$ cat src/include/thermal_window_consts.vh
// constants for the thermal window and alert logic
// assumes the register select codes of the two-wire front end
`ifndef THERMAL_WINDOW_CONSTS_VH
`define THERMAL_WINDOW_CONSTS_VH

// register select codes
`define SEL_TEMP        3'h0
`define SEL_CONFIG      3'h1
`define SEL_HYST        3'h2
`define SEL_CRITICAL_EXCEEDED_FLAG        3'h3
`define SEL_LOW         3'h4
`define SEL_HIGH        3'h5
`define SEL_MAKER       3'h7

// configuration bit positions
`define CFG_EVENT_BIT   1
`define CFG_QUEUE_BIT   4

// setpoint field layout
`define SP_VALUE_MSB    15
`define SP_VALUE_LSB    3

// setpoint reset values (2, 10, 64, 80 degrees in the upper 13 bits)
`define RST_HYST        16'h0100
`define RST_LOW         16'h0500
`define RST_HIGH        16'h2000
`define RST_CRITICAL_EXCEEDED_FLAG        16'h2800

// consecutive faults needed with the queue on, and with it off
`define FAULTS_QUEUED   3'h4
`define FAULTS_SINGLE   3'h1

// arbitrary neutral identification value
`define MAKER_ID_VALUE  16'h5a3c

`endif

$ cat src/verilog/thermal_window_alert_logic.v
// threshold, hysteresis and alert logic of the temperature sensor
// assumes a front end on clk that decodes bus frames into select, write and read strobes
// outputs are active high; polarity and open-drain drive sit outside the block
//
// Behaviour
// each setpoint is 16 bits with a signed 13-bit threshold in bits 15..3 and bits 2..0 meaningless.
// release points are upper and critical limits minus hysteresis, and lower limit plus hysteresis.
// the host keeps setpoints far enough apart that their hysteresis bands do not overlap.
// a read-only 16-bit identification register returns a fixed code and ignores writes.
// the window interrupt asserts when temperature crosses the upper or lower window limit.
// status flags record whether the upper or the lower limit was exceeded.
// in event mode a return into the window after reprogrammed limits raises another interrupt.
// in comparator mode the interrupt drops once temperature is back in the window.
// in event mode an asserted interrupt stays until the host reads the device.
// above the critical limit a separate critical alarm output asserts.
// the host services the interrupt, reads the flags and rewrites the window around the temperature.
// configuration bit 1 selects comparator mode at 0 and event mode at 1, comparator after reset.
// in event mode any host read clears the window interrupt.
// with the fault queue on, four consecutive faults are needed before flags and outputs set.
// the temperature result carries critical, upper and lower flags in bits 2, 1 and 0.
// comparisons are signed 13-bit and evaluated after every completed conversion.
// the critical alarm is comparator only and drops below the critical limit minus hysteresis.
`timescale 1ns/1ns
`include "thermal_window_consts.vh"

module thermal_window_alert_logic #(
  parameter [15:0] MAKER_ID = `MAKER_ID_VALUE
) (
  input  wire        clk,
  input  wire        rst_b,
  input  wire        conv_done,
  input  wire [12:0] conv_temp,
  input  wire [2:0]  reg_sel,
  input  wire        reg_wr,
  input  wire [15:0] reg_wdata,
  input  wire        reg_rd,
  output reg  [15:0] reg_rdata,
  output reg         int_out,
  output reg         critical_alarm_out
);

  // setpoints and mode bits written by the host
  reg  [15:0] hysteresis_setpoint;
  reg  [15:0] lower_window_limit;
  reg  [15:0] upper_window_limit;
  reg  [15:0] critical_limit_value;
  reg         event_mode;
  reg         queue_enable;
  reg  [12:0] last_temp;
  reg  [1:0]  window_seen;
  wire [2:0]  flag;
  wire [2:0]  cond_set;
  wire [2:0]  cond_clr;
  reg         next_int;
  reg  [15:0] next_rdata;

  // sign-extended threshold field of a setpoint
  function [13:0] limit_of;
    input [15:0] sp;
    begin
      limit_of = {sp[`SP_VALUE_MSB], sp[`SP_VALUE_MSB:`SP_VALUE_LSB]};
    end
  endfunction

  // stored form of a setpoint write; low bits kept at zero since they mean nothing
  function [15:0] masked_setpoint;
    input [15:0] wd;
    begin
      masked_setpoint = {wd[`SP_VALUE_MSB:`SP_VALUE_LSB], 3'b000};
    end
  endfunction

  // one extra bit so limit plus or minus hysteresis cannot wrap
  wire signed [13:0] temp_s   = {conv_temp[12], conv_temp};
  wire signed [13:0] hyst_s   = limit_of(hysteresis_setpoint);
  wire signed [13:0] low_s    = limit_of(lower_window_limit);
  wire signed [13:0] high_s   = limit_of(upper_window_limit);
  wire signed [13:0] critical_exceeded_flag_s   = limit_of(critical_limit_value);
  wire signed [13:0] high_rel = high_s - hyst_s;
  wire signed [13:0] critical_exceeded_flag_rel = critical_exceeded_flag_s - hyst_s;
  wire signed [13:0] low_rel  = low_s + hyst_s;

  // set and release points sit a hysteresis band apart so a reading on a limit cannot chatter
  assign cond_set[2] = temp_s > critical_exceeded_flag_s;
  assign cond_clr[2] = temp_s < critical_exceeded_flag_rel;
  assign cond_set[1] = temp_s > high_s;
  assign cond_clr[1] = temp_s < high_rel;
  assign cond_set[0] = temp_s < low_s;
  assign cond_clr[0] = temp_s > low_rel;

  wire [2:0] faults_needed = queue_enable ? `FAULTS_QUEUED : `FAULTS_SINGLE;

  // one fault counter and flag per limit; only setting is queued, release is immediate
  // counters saturate so a long fault run cannot wrap back below the queue depth
  genvar i;
  generate
    for (i = 0; i < 3; i = i + 1) begin : limit_track
      reg [1:0] fault_cnt;
      reg       hit;
      wire      enough = ({1'b0, fault_cnt} + 3'h1) >= faults_needed;
      always @(posedge clk) begin
        if (!rst_b) begin
          fault_cnt <= 2'h0;
          hit       <= 1'b0;
        end else if (conv_done) begin
          if (cond_set[i]) begin
            if (enough) begin
              hit <= 1'b1;
            end
            if (fault_cnt != 2'h3) begin
              fault_cnt <= fault_cnt + 2'h1;
            end
          end else begin
            fault_cnt <= 2'h0;
            if (cond_clr[i]) begin
              hit <= 1'b0;
            end
          end
        end
      end
      assign flag[i] = hit;
    end
  endgenerate

  // register writes
  always @(posedge clk) begin
    if (!rst_b) begin
      hysteresis_setpoint  <= `RST_HYST;
      lower_window_limit   <= `RST_LOW;
      upper_window_limit   <= `RST_HIGH;
      critical_limit_value <= `RST_CRITICAL_EXCEEDED_FLAG;
      event_mode           <= 1'b0;
      queue_enable         <= 1'b0;
    end else if (reg_wr) begin
      case (reg_sel)
        `SEL_CONFIG: begin
          event_mode   <= reg_wdata[`CFG_EVENT_BIT];
          queue_enable <= reg_wdata[`CFG_QUEUE_BIT];
        end
        `SEL_HYST: begin
          hysteresis_setpoint <= masked_setpoint(reg_wdata);
        end
        `SEL_CRITICAL_EXCEEDED_FLAG: begin
          critical_limit_value <= masked_setpoint(reg_wdata);
        end
        `SEL_LOW: begin
          lower_window_limit <= masked_setpoint(reg_wdata);
        end
        `SEL_HIGH: begin
          upper_window_limit <= masked_setpoint(reg_wdata);
        end
        default: begin
          // temperature and identification are read only
          event_mode <= event_mode;
        end
      endcase
    end
  end

  // result kept between conversions so host reads stay steady
  always @(posedge clk) begin
    if (!rst_b) begin
      last_temp <= 13'h0000;
    end else if (conv_done) begin
      last_temp <= conv_temp;
    end
  end

  // window interrupt; in event mode any change of the window flags is an event
  wire window_changed = flag[1:0] != window_seen;
  // window_seen lags the flags by one cycle, so each change is seen at one edge only

  always @* begin
    if (event_mode) begin
      // a new event in the read cycle wins over the clear
      next_int = window_changed | (int_out & ~reg_rd);
    end else begin
      next_int = flag[1] | flag[0];
    end
  end

  always @* begin
    case (reg_sel)
      `SEL_TEMP:   next_rdata = {last_temp, flag};
      `SEL_CONFIG: next_rdata = {11'h000, queue_enable, 2'b00, event_mode, 1'b0};
      `SEL_HYST:   next_rdata = hysteresis_setpoint;
      `SEL_CRITICAL_EXCEEDED_FLAG:   next_rdata = critical_limit_value;
      `SEL_LOW:    next_rdata = lower_window_limit;
      `SEL_HIGH:   next_rdata = upper_window_limit;
      `SEL_MAKER:  next_rdata = MAKER_ID;
      // unused select reads as zero
      default:     next_rdata = 16'h0000;
    endcase
  end

  always @(posedge clk) begin
    if (!rst_b) begin
      window_seen <= 2'b00;
      int_out     <= 1'b0;
    end else begin
      window_seen <= flag[1:0];
      int_out     <= next_int;
    end
  end

  // critical alarm is a plain comparator, never latched by reads
  always @(posedge clk) begin
    if (!rst_b) begin
      critical_alarm_out <= 1'b0;
    end else begin
      critical_alarm_out <= flag[2];
    end
  end

  // readback refreshed every cycle so it follows reg_sel one cycle late
  always @(posedge clk) begin
    if (!rst_b) begin
      reg_rdata <= 16'h0000;
    end else begin
      reg_rdata <= next_rdata;
    end
  end

endmodule

$ cat config.mk
export PLATFORM = sky130hd
export DESIGN_NAME = thermal_window_alert_logic
export DESIGN_NICKNAME = d
export VERILOG_FILES = /design/src/verilog/thermal_window_alert_logic.v
export VERILOG_INCLUDE_DIRS = /design/src /design/src/include
export SDC_FILE = /design/constraint.sdc
export NUM_CORES = 1
export LEC_CHECK = 0
export BUFFER_PORTS_ARGS = -buffer_cell sky130_fd_sc_hd__buf_2
export CAP_MARGIN = 30
export CORE_MARGIN = 10
export CORE_UTILIZATION = 58
export CTS_BUF_LIST = sky130_fd_sc_hd__clkbuf_8
export CTS_CLUSTER_DIAMETER = 80
export CTS_CLUSTER_SIZE = 30
export DETAILED_ROUTE_END_ITERATION = 16
export PLACE_DENSITY = 0.88
export SLEW_MARGIN = 20
export SYNTH_ARGS = -nofsm -noshare
export SYNTH_HDL_FRONTEND = slang
export SYNTH_SLANG_ARGS = --single-unit
$ cat constraint.sdc
create_clock -name clk -period 6.9 [get_ports clk]
set_input_delay 1.38 -clock clk [delete_from_list [all_inputs] [get_ports clk]]
set_output_delay 1.38 -clock clk [all_outputs]
set_load 0.005 [all_outputs]
==> results of run 1 <==
-- cells in the final DEF (no fill, tap or decap), types with 17 or more instances in the layout --
cell type / instances
a21boi_1: 48
a21o_1: 19
a21oi_1: 57
buf_2: 52
dfxtp_1: 96
ha_1: 126
inv_1: 80
nand2_1: 153
nand3_1: 17
nor2_1: 31
nor2b_1: 25
o21ai_1: 21
xnor2_1: 22
-- state kept, by name, summed over array words and instances, names as in the netlist --
| name | count |
|---|---|
| lower_window_limit | 13 |
| int_out | 1 |
| limit_track.hit | 3 |
| critical_alarm_out | 1 |
| reg_rdata | 16 |
| last_temp | 13 |
| critical_limit_value | 13 |
| upper_window_limit | 13 |
| window_seen | 2 |
| hysteresis_setpoint | 13 |
| event_mode | 1 |
| queue_enable | 1 |
| limit_track.fault_cnt | 6 |
-- logic make-up after synthesis --
| family | count (synthesis) |
|---|---|
| xor gates and xnor gates | 29 |
| buffers and inverters | 113 |
| and+or+nand+nor | 298 |
| AOI/OAI and AO/OA | 257 |
| adders and majority gates | 129 |
| DFF | 96 |
| muxes | 23 |
-- cell type report --
cell class	count	area, um2	area share [%]
Clock buffer	10	138	1.68
Sequential cell	96	1920	23.5
Timing Repair Buffer	55	283	3.45
Tap cell	172	215	2.63
Clock inverter	4	23.8	0.290
Inverter	80	300	3.66
Multi-Input combinational cell	736	5310	64.8
-- per-layer routing --
metal	vias to the layer above	GRT usage (%)	share of wire, %
li1	3453	-	-
met1	3347	29.0	42
met2	303	37.9	47
met3	67	4.15	7.7
met4	0	11.8	3.5
met5	-	0	0
-- how the worst max path moves through the flow --
stage | to | slack, ns | depth (start not counted)
after detailed placement | limit_track[0].hit | 2.94 | 15
after CTS | limit_track[0].hit | 2.93 | 15
final | limit_track[0].hit | 2.88 | 15
after floorplan | limit_track[2].hit | 3.39 | 14
after global routing | limit_track[0].hit | 2.66 | 15
after global placement | limit_track[2].hit | 3.05 | 14
-- power by group through the flow --
stage                     sequential, mW  clock, mW  combinational [mW]
after floorplan                    0.603          0               0.221
after global placement             0.607          0               0.302
after detailed placement           0.608          0               0.313
after CTS                          0.596      0.342               0.316
after global routing               0.599      0.358               0.361
final                              0.596      0.338               0.321
-- tightest hold or removal path, delay by kind of cell, from the launching register on --
family / cells / cell delay, ns
DFF: 1 / 0.32
AOI/OAI and AO/OA: 2 / 0.13
==> flow_summary.toml, run 1 <==
[synthesis]
synth_nets = 1111
synth_edf_count = 0
synth_top_family_by_area = "compound AO/OA/AOI/OAI gates"
synth_seq_cells = 96
mappedNetlistArea_mm2 = 0.00766
synth_compound_area_share_pct = 22.9
yosys.area.top_type = "dfxtp_1"
synth-xor-area-share_pct = 3.31
syn_inst = 945
synth_seq_area_share_pct = 25.1
synthTopCellsByCount = "nand2_1, ha_1, dfxtp_1"
yosysWarnings = 0
yosys.cell_types.count = 66
synth_mux_area_share_pct = 3.12
synthTopCellsByArea = "dfxtp_1, ha_1, nand2_1"
syn_area_per_cell_um2 = 8.11
yosysMostFrequentCell = "nand2_1"
yosys.area_share.simple_pct = 18.7
synthAdderAreaFrac_pct = 21.4
synth_top_area_share_pct = 25.1
postSynth.asyncResetShare_pct = 0
synthFlopType = "dfxtp_1"

[worst_setup_path]
cp_cell_sequence = "ha_1 -> fa_1 -> a21oi_2 -> o2111ai_1 -> a221o_1 -> a2111oi_0 -> nor3_1 -> xnor2_1 -> ha_1 -> nand2_1 -> a211oi_1 -> a21oi_1 -> a2111oi_0 -> buf_4 -> nor3b_1"
start_kind = "flop"
crit_family = "compound AO/OA/AOI/OAI gates"
crit_buf_inv = 1
max_stage_delay_ns = 0.42
critPathLaunch = "hysteresis_setpoint[3]"
worstPathRequired_ns = 7.19
rr_worst_depth = 15
timing.rr.start = "hysteresis_setpoint[3]"
cp_slowest_cell = "fa_1"
rrSetupSlack_ns = 2.88
cp.arrival_ns = 4.31
crit_fanout = 5
rr_endpoint = "limit_track[0].hit"
crit_path_end_kind = "flop"
crit_type = "flop to flop"

[clock_network]
htreeDepth = 3
cts.sinks = 96
clk_latency_ns = 0.39
numCtsBuffers = 9
cts_tree = "yes"
ctsResizeCount = 0
path_clk_slew_ns = 0.09
postCtsSetupRepairBufs = 0
hold_buffers = 0
cts_root_buf = "clkbuf_8"
clk_path_buf_depth = 2

[layout]
fin_cells = 1153
utilization_pct = 64.1
fillCellCount = 1082
nets = 1144
drive_above_1_share_pct = 8.26
diodes = 0
syn2layout_area_growth_pct = 6.94
design_area_mm2 = 0.00819

[min_path]
holdCritStartpoint = "limit_track[1].fault_cnt[1]"
whs_path_depth = 2
hold-path-endpoint = "limit_track[1].fault_cnt[1]"
hp-class = "flop to flop"

[die]
core.rowCount = 41
start_util_pct = 60.0
core_mm2 = 0.0128
die_x_um = 135
die_y_um = 135
die_area_mm2 = 0.0182
ios = 55

[route]
dr.pass1.iters = 5
drc = 0
via_per_inst = 6.22
drt_iter0_markers = 793
postRouteAntennaNets = 0
wl_per_cell_um = 18.4
vias = 7170
drt_wl_total_um = 21200

[place]
gp_congestion = 0.932
place_area_mm2 = 0.00803
dpl.cell_count = 1138
dpl.hpwl_um = 16400
dpl_worst_slack_ns = 2.94
place.port_buffers = 52

[status]
status = "completed"

[timing]
min_period_ns = 4.02
slew_violations = 0
period_share_pct = 58.3
setup_viol = 0
worst_slack_ns = 2.88
fin_setup_tns_ns = 0
max_freq_ghz = 0.248
hold_viol = 0
fin_hold_ws_ns = 0.484
worst_pin_slew_ns = 1.02
max-slew-margin-rel_pct = 31.4
rsz0062_at_grt = "no"
skew_ns = 0.00892

[pwr]
pwr_density_cell_mw_per_mm2 = 153
leakage_nw = 3.49
internal-power_uw = 845
switchingPower_uw = 410
finalPower_mw = 1.26
vdd_ir_drop_max_uv = 125
power_frac_clock_pct = 26.9
seq_power_share_pct = 47.5
power_frac_comb_pct = 25.6
p_sw_share_pct = 32.7

[grt]
grt_pass1_wl_um = 34500
grt-ovfl-total = 0
grt_usage_pct = 23.3
first_global_vias = 7022
grt_start_max_net_pins = 54
grt_antenna_before_repair = 0

[job]
cap_violations = 0
Power figures use the tool's default switching activity.
==> inputs of run 2 (changes only) <==
- CORE_UTILIZATION: 58 -> 57
- PLACE_DENSITY: 0.88 -> 0.9
- clock period: 6.9 -> 3.7 ns (I/O delays scaled with it)
==> flow_summary.toml, run 2 (same netlist as run 1, synthesis figures left out) <==
[status]
status = "completed"

[layout]
design_area_mm2 = 0.00845
syn2layout_area_growth_pct = 10.3
nets = 1162
largest_reg_flops = 16
final_common_cell = "nand2_1"
final_cell_mix = "nand2_1, ha_1, dfxtp_1"
fillCellCount = 1064
diodes = 0
top_register = "reg_rdata"
drive_above_1_share_pct = 11.7

[route]
drt_iter0_markers = 828
drt_wl_total_um = 21900
vias = 7365
postRouteAntennaNets = 0
dr.pass1.iters = 6
wl_per_cell_um = 18.6
via_per_inst = 6.26
drc = 0

[clock_network]
clk_latency_ns = 0.41
path_clk_slew_ns = 0.10
numCtsBuffers = 9
cts.sinks = 96
clk_path_buf_depth = 2
cts_root_buf = "clkbuf_8"
cts_tree = "yes"
htreeDepth = 3
hold_buffers = 0

[timing]
worst_slack_ns = 0.180
skew_ns = 0.0139
max_freq_ghz = 0.284
fin_setup_tns_ns = 0
period_share_pct = 95.1
slew_violations = 0
setup_viol = 0
hold_viol = 0
worst_pin_slew_ns = 0.793
min_period_ns = 3.52
rsz0062_at_grt = "yes"
max-slew-margin-rel_pct = 46.9

[grt]
grt-ovfl-total = 0
grt_pass1_wl_um = 35100
grt_antenna_before_repair = 0
grt_usage_pct = 23.6
grt_start_max_net_pins = 64
first_global_vias = 7109

[pwr]
leakage_nw = 3.61
pwr_density_cell_mw_per_mm2 = 290
vdd_ir_drop_max_uv = 253

[worst_setup_path]
crit_path_end_kind = "flop"
crit_family = "compound AO/OA/AOI/OAI gates"
crit_fanout = 5
cp_cell_sequence = "inv_1 -> buf_4 -> fa_1 -> a21oi_1 -> o21ai_1 -> a21oi_1 -> o21a_1 -> nor4bb_1 -> a211oi_1 -> ha_1 -> a41oi_1 -> a2111oi_0 -> buf_4 -> nor3_1 -> o22ai_1"
start_kind = "flop"
crit_buf_inv = 3
crit_type = "flop to flop"
cp_slowest_cell = "fa_1"
timing.rr.start = "hysteresis_setpoint[4]"
cp.arrival_ns = 3.81
max_stage_delay_ns = 0.45
worstPathRequired_ns = 3.99
critPathLaunch = "hysteresis_setpoint[4]"

[place]
dpl_worst_slack_ns = -0.157
dpl.hpwl_um = 16600
gp_congestion = 0.943
place.port_buffers = 52
place_area_mm2 = 0.00817

[die]
core.rowCount = 42
die_area_mm2 = 0.0185
core_mm2 = 0.0132
start_util_pct = 58.1
die_y_um = 136
ios = 55
die_x_um = 136

[min_path]
hp-class = "flop to flop"
holdCritStartpoint = "lower_window_limit[9]"

[job]
cap_violations = 0
## run 2: cell types whose count changed in the layout (fill, tap and decap cells not counted), moves of 3 or more
cell,change
a21oi_1,-3
a21oi_2,+3
buf_4,+18
dfxtp_1,-3
inv_6,+4
## run 2: cell type report
| type | count | area (um2) | area share (%) |
|---|---|---|---|
| multi-input cells | 736 | 5400 | 63.8 |
| well taps | 176 | 220 | 2.60 |
| clock buffers | 10 | 138 | 1.63 |
| clock inverters | 6 | 55.1 | 0.651 |
| flip-flops and latches | 96 | 1930 | 22.8 |
| repair buffers | 73 | 418 | 4.94 |
| inverters | 80 | 300 | 3.55 |
## run 2: final timing paths
check	end	cells after the start	slack, ns
max	limit_track[1].hit	15	0.18
min	lower_window_limit[9]	2	0.49
max reg2reg	limit_track[1].hit	15	0.18
min reg2reg	lower_window_limit[9]	2	0.49
## run 2: through the flow
step / utilization (%) / power (mW) / cells / hold WS [ns]
2_1_floorplan: - / 1.54 / 945 / 0.443
3_3_place_gp: 61.9 / 1.71 / 1160 / 0.463
3_5_place_dp: 61.9 / 1.73 / 1160 / 0.476
4_1_cts: 63.5 / 2.44 / 1176 / 0.491
5_1_grt: 64.1 / 2.57 / 1177 / 0.508
6_report: 64.1 / 2.45 / 1177 / 0.490
## run 2: timing repair
action                                 4_1_cts  5_1_grt
endpoints found under the hold margin        0        0
pin swaps                                    0        7
setup endpoints to repair                    2        2
resized for setup                            7       13
buffers inserted                             0        1
## run 2: report_power, final
group          total [mW]  switching, mW  internal (mW)
registers            1.11         0.0356           1.07
clock network       0.718          0.440          0.279
logic               0.625          0.362          0.263
## run 2: worst reg2reg max path: cells and delay by family, from the launching register on
kind,cells,cell delay [ns]
compound gates,8,1.56
flops,1,0.41
fa+ha+maj,2,0.75
simple gates,2,0.27
buf+inv,3,0.42
## run 2: per-layer routing
layer	GRT usage, %	part of all wire [%]
met1	28.8	40
met2	38.3	46
met3	6.35	11
met4	9.88	3.0
met5	0	0
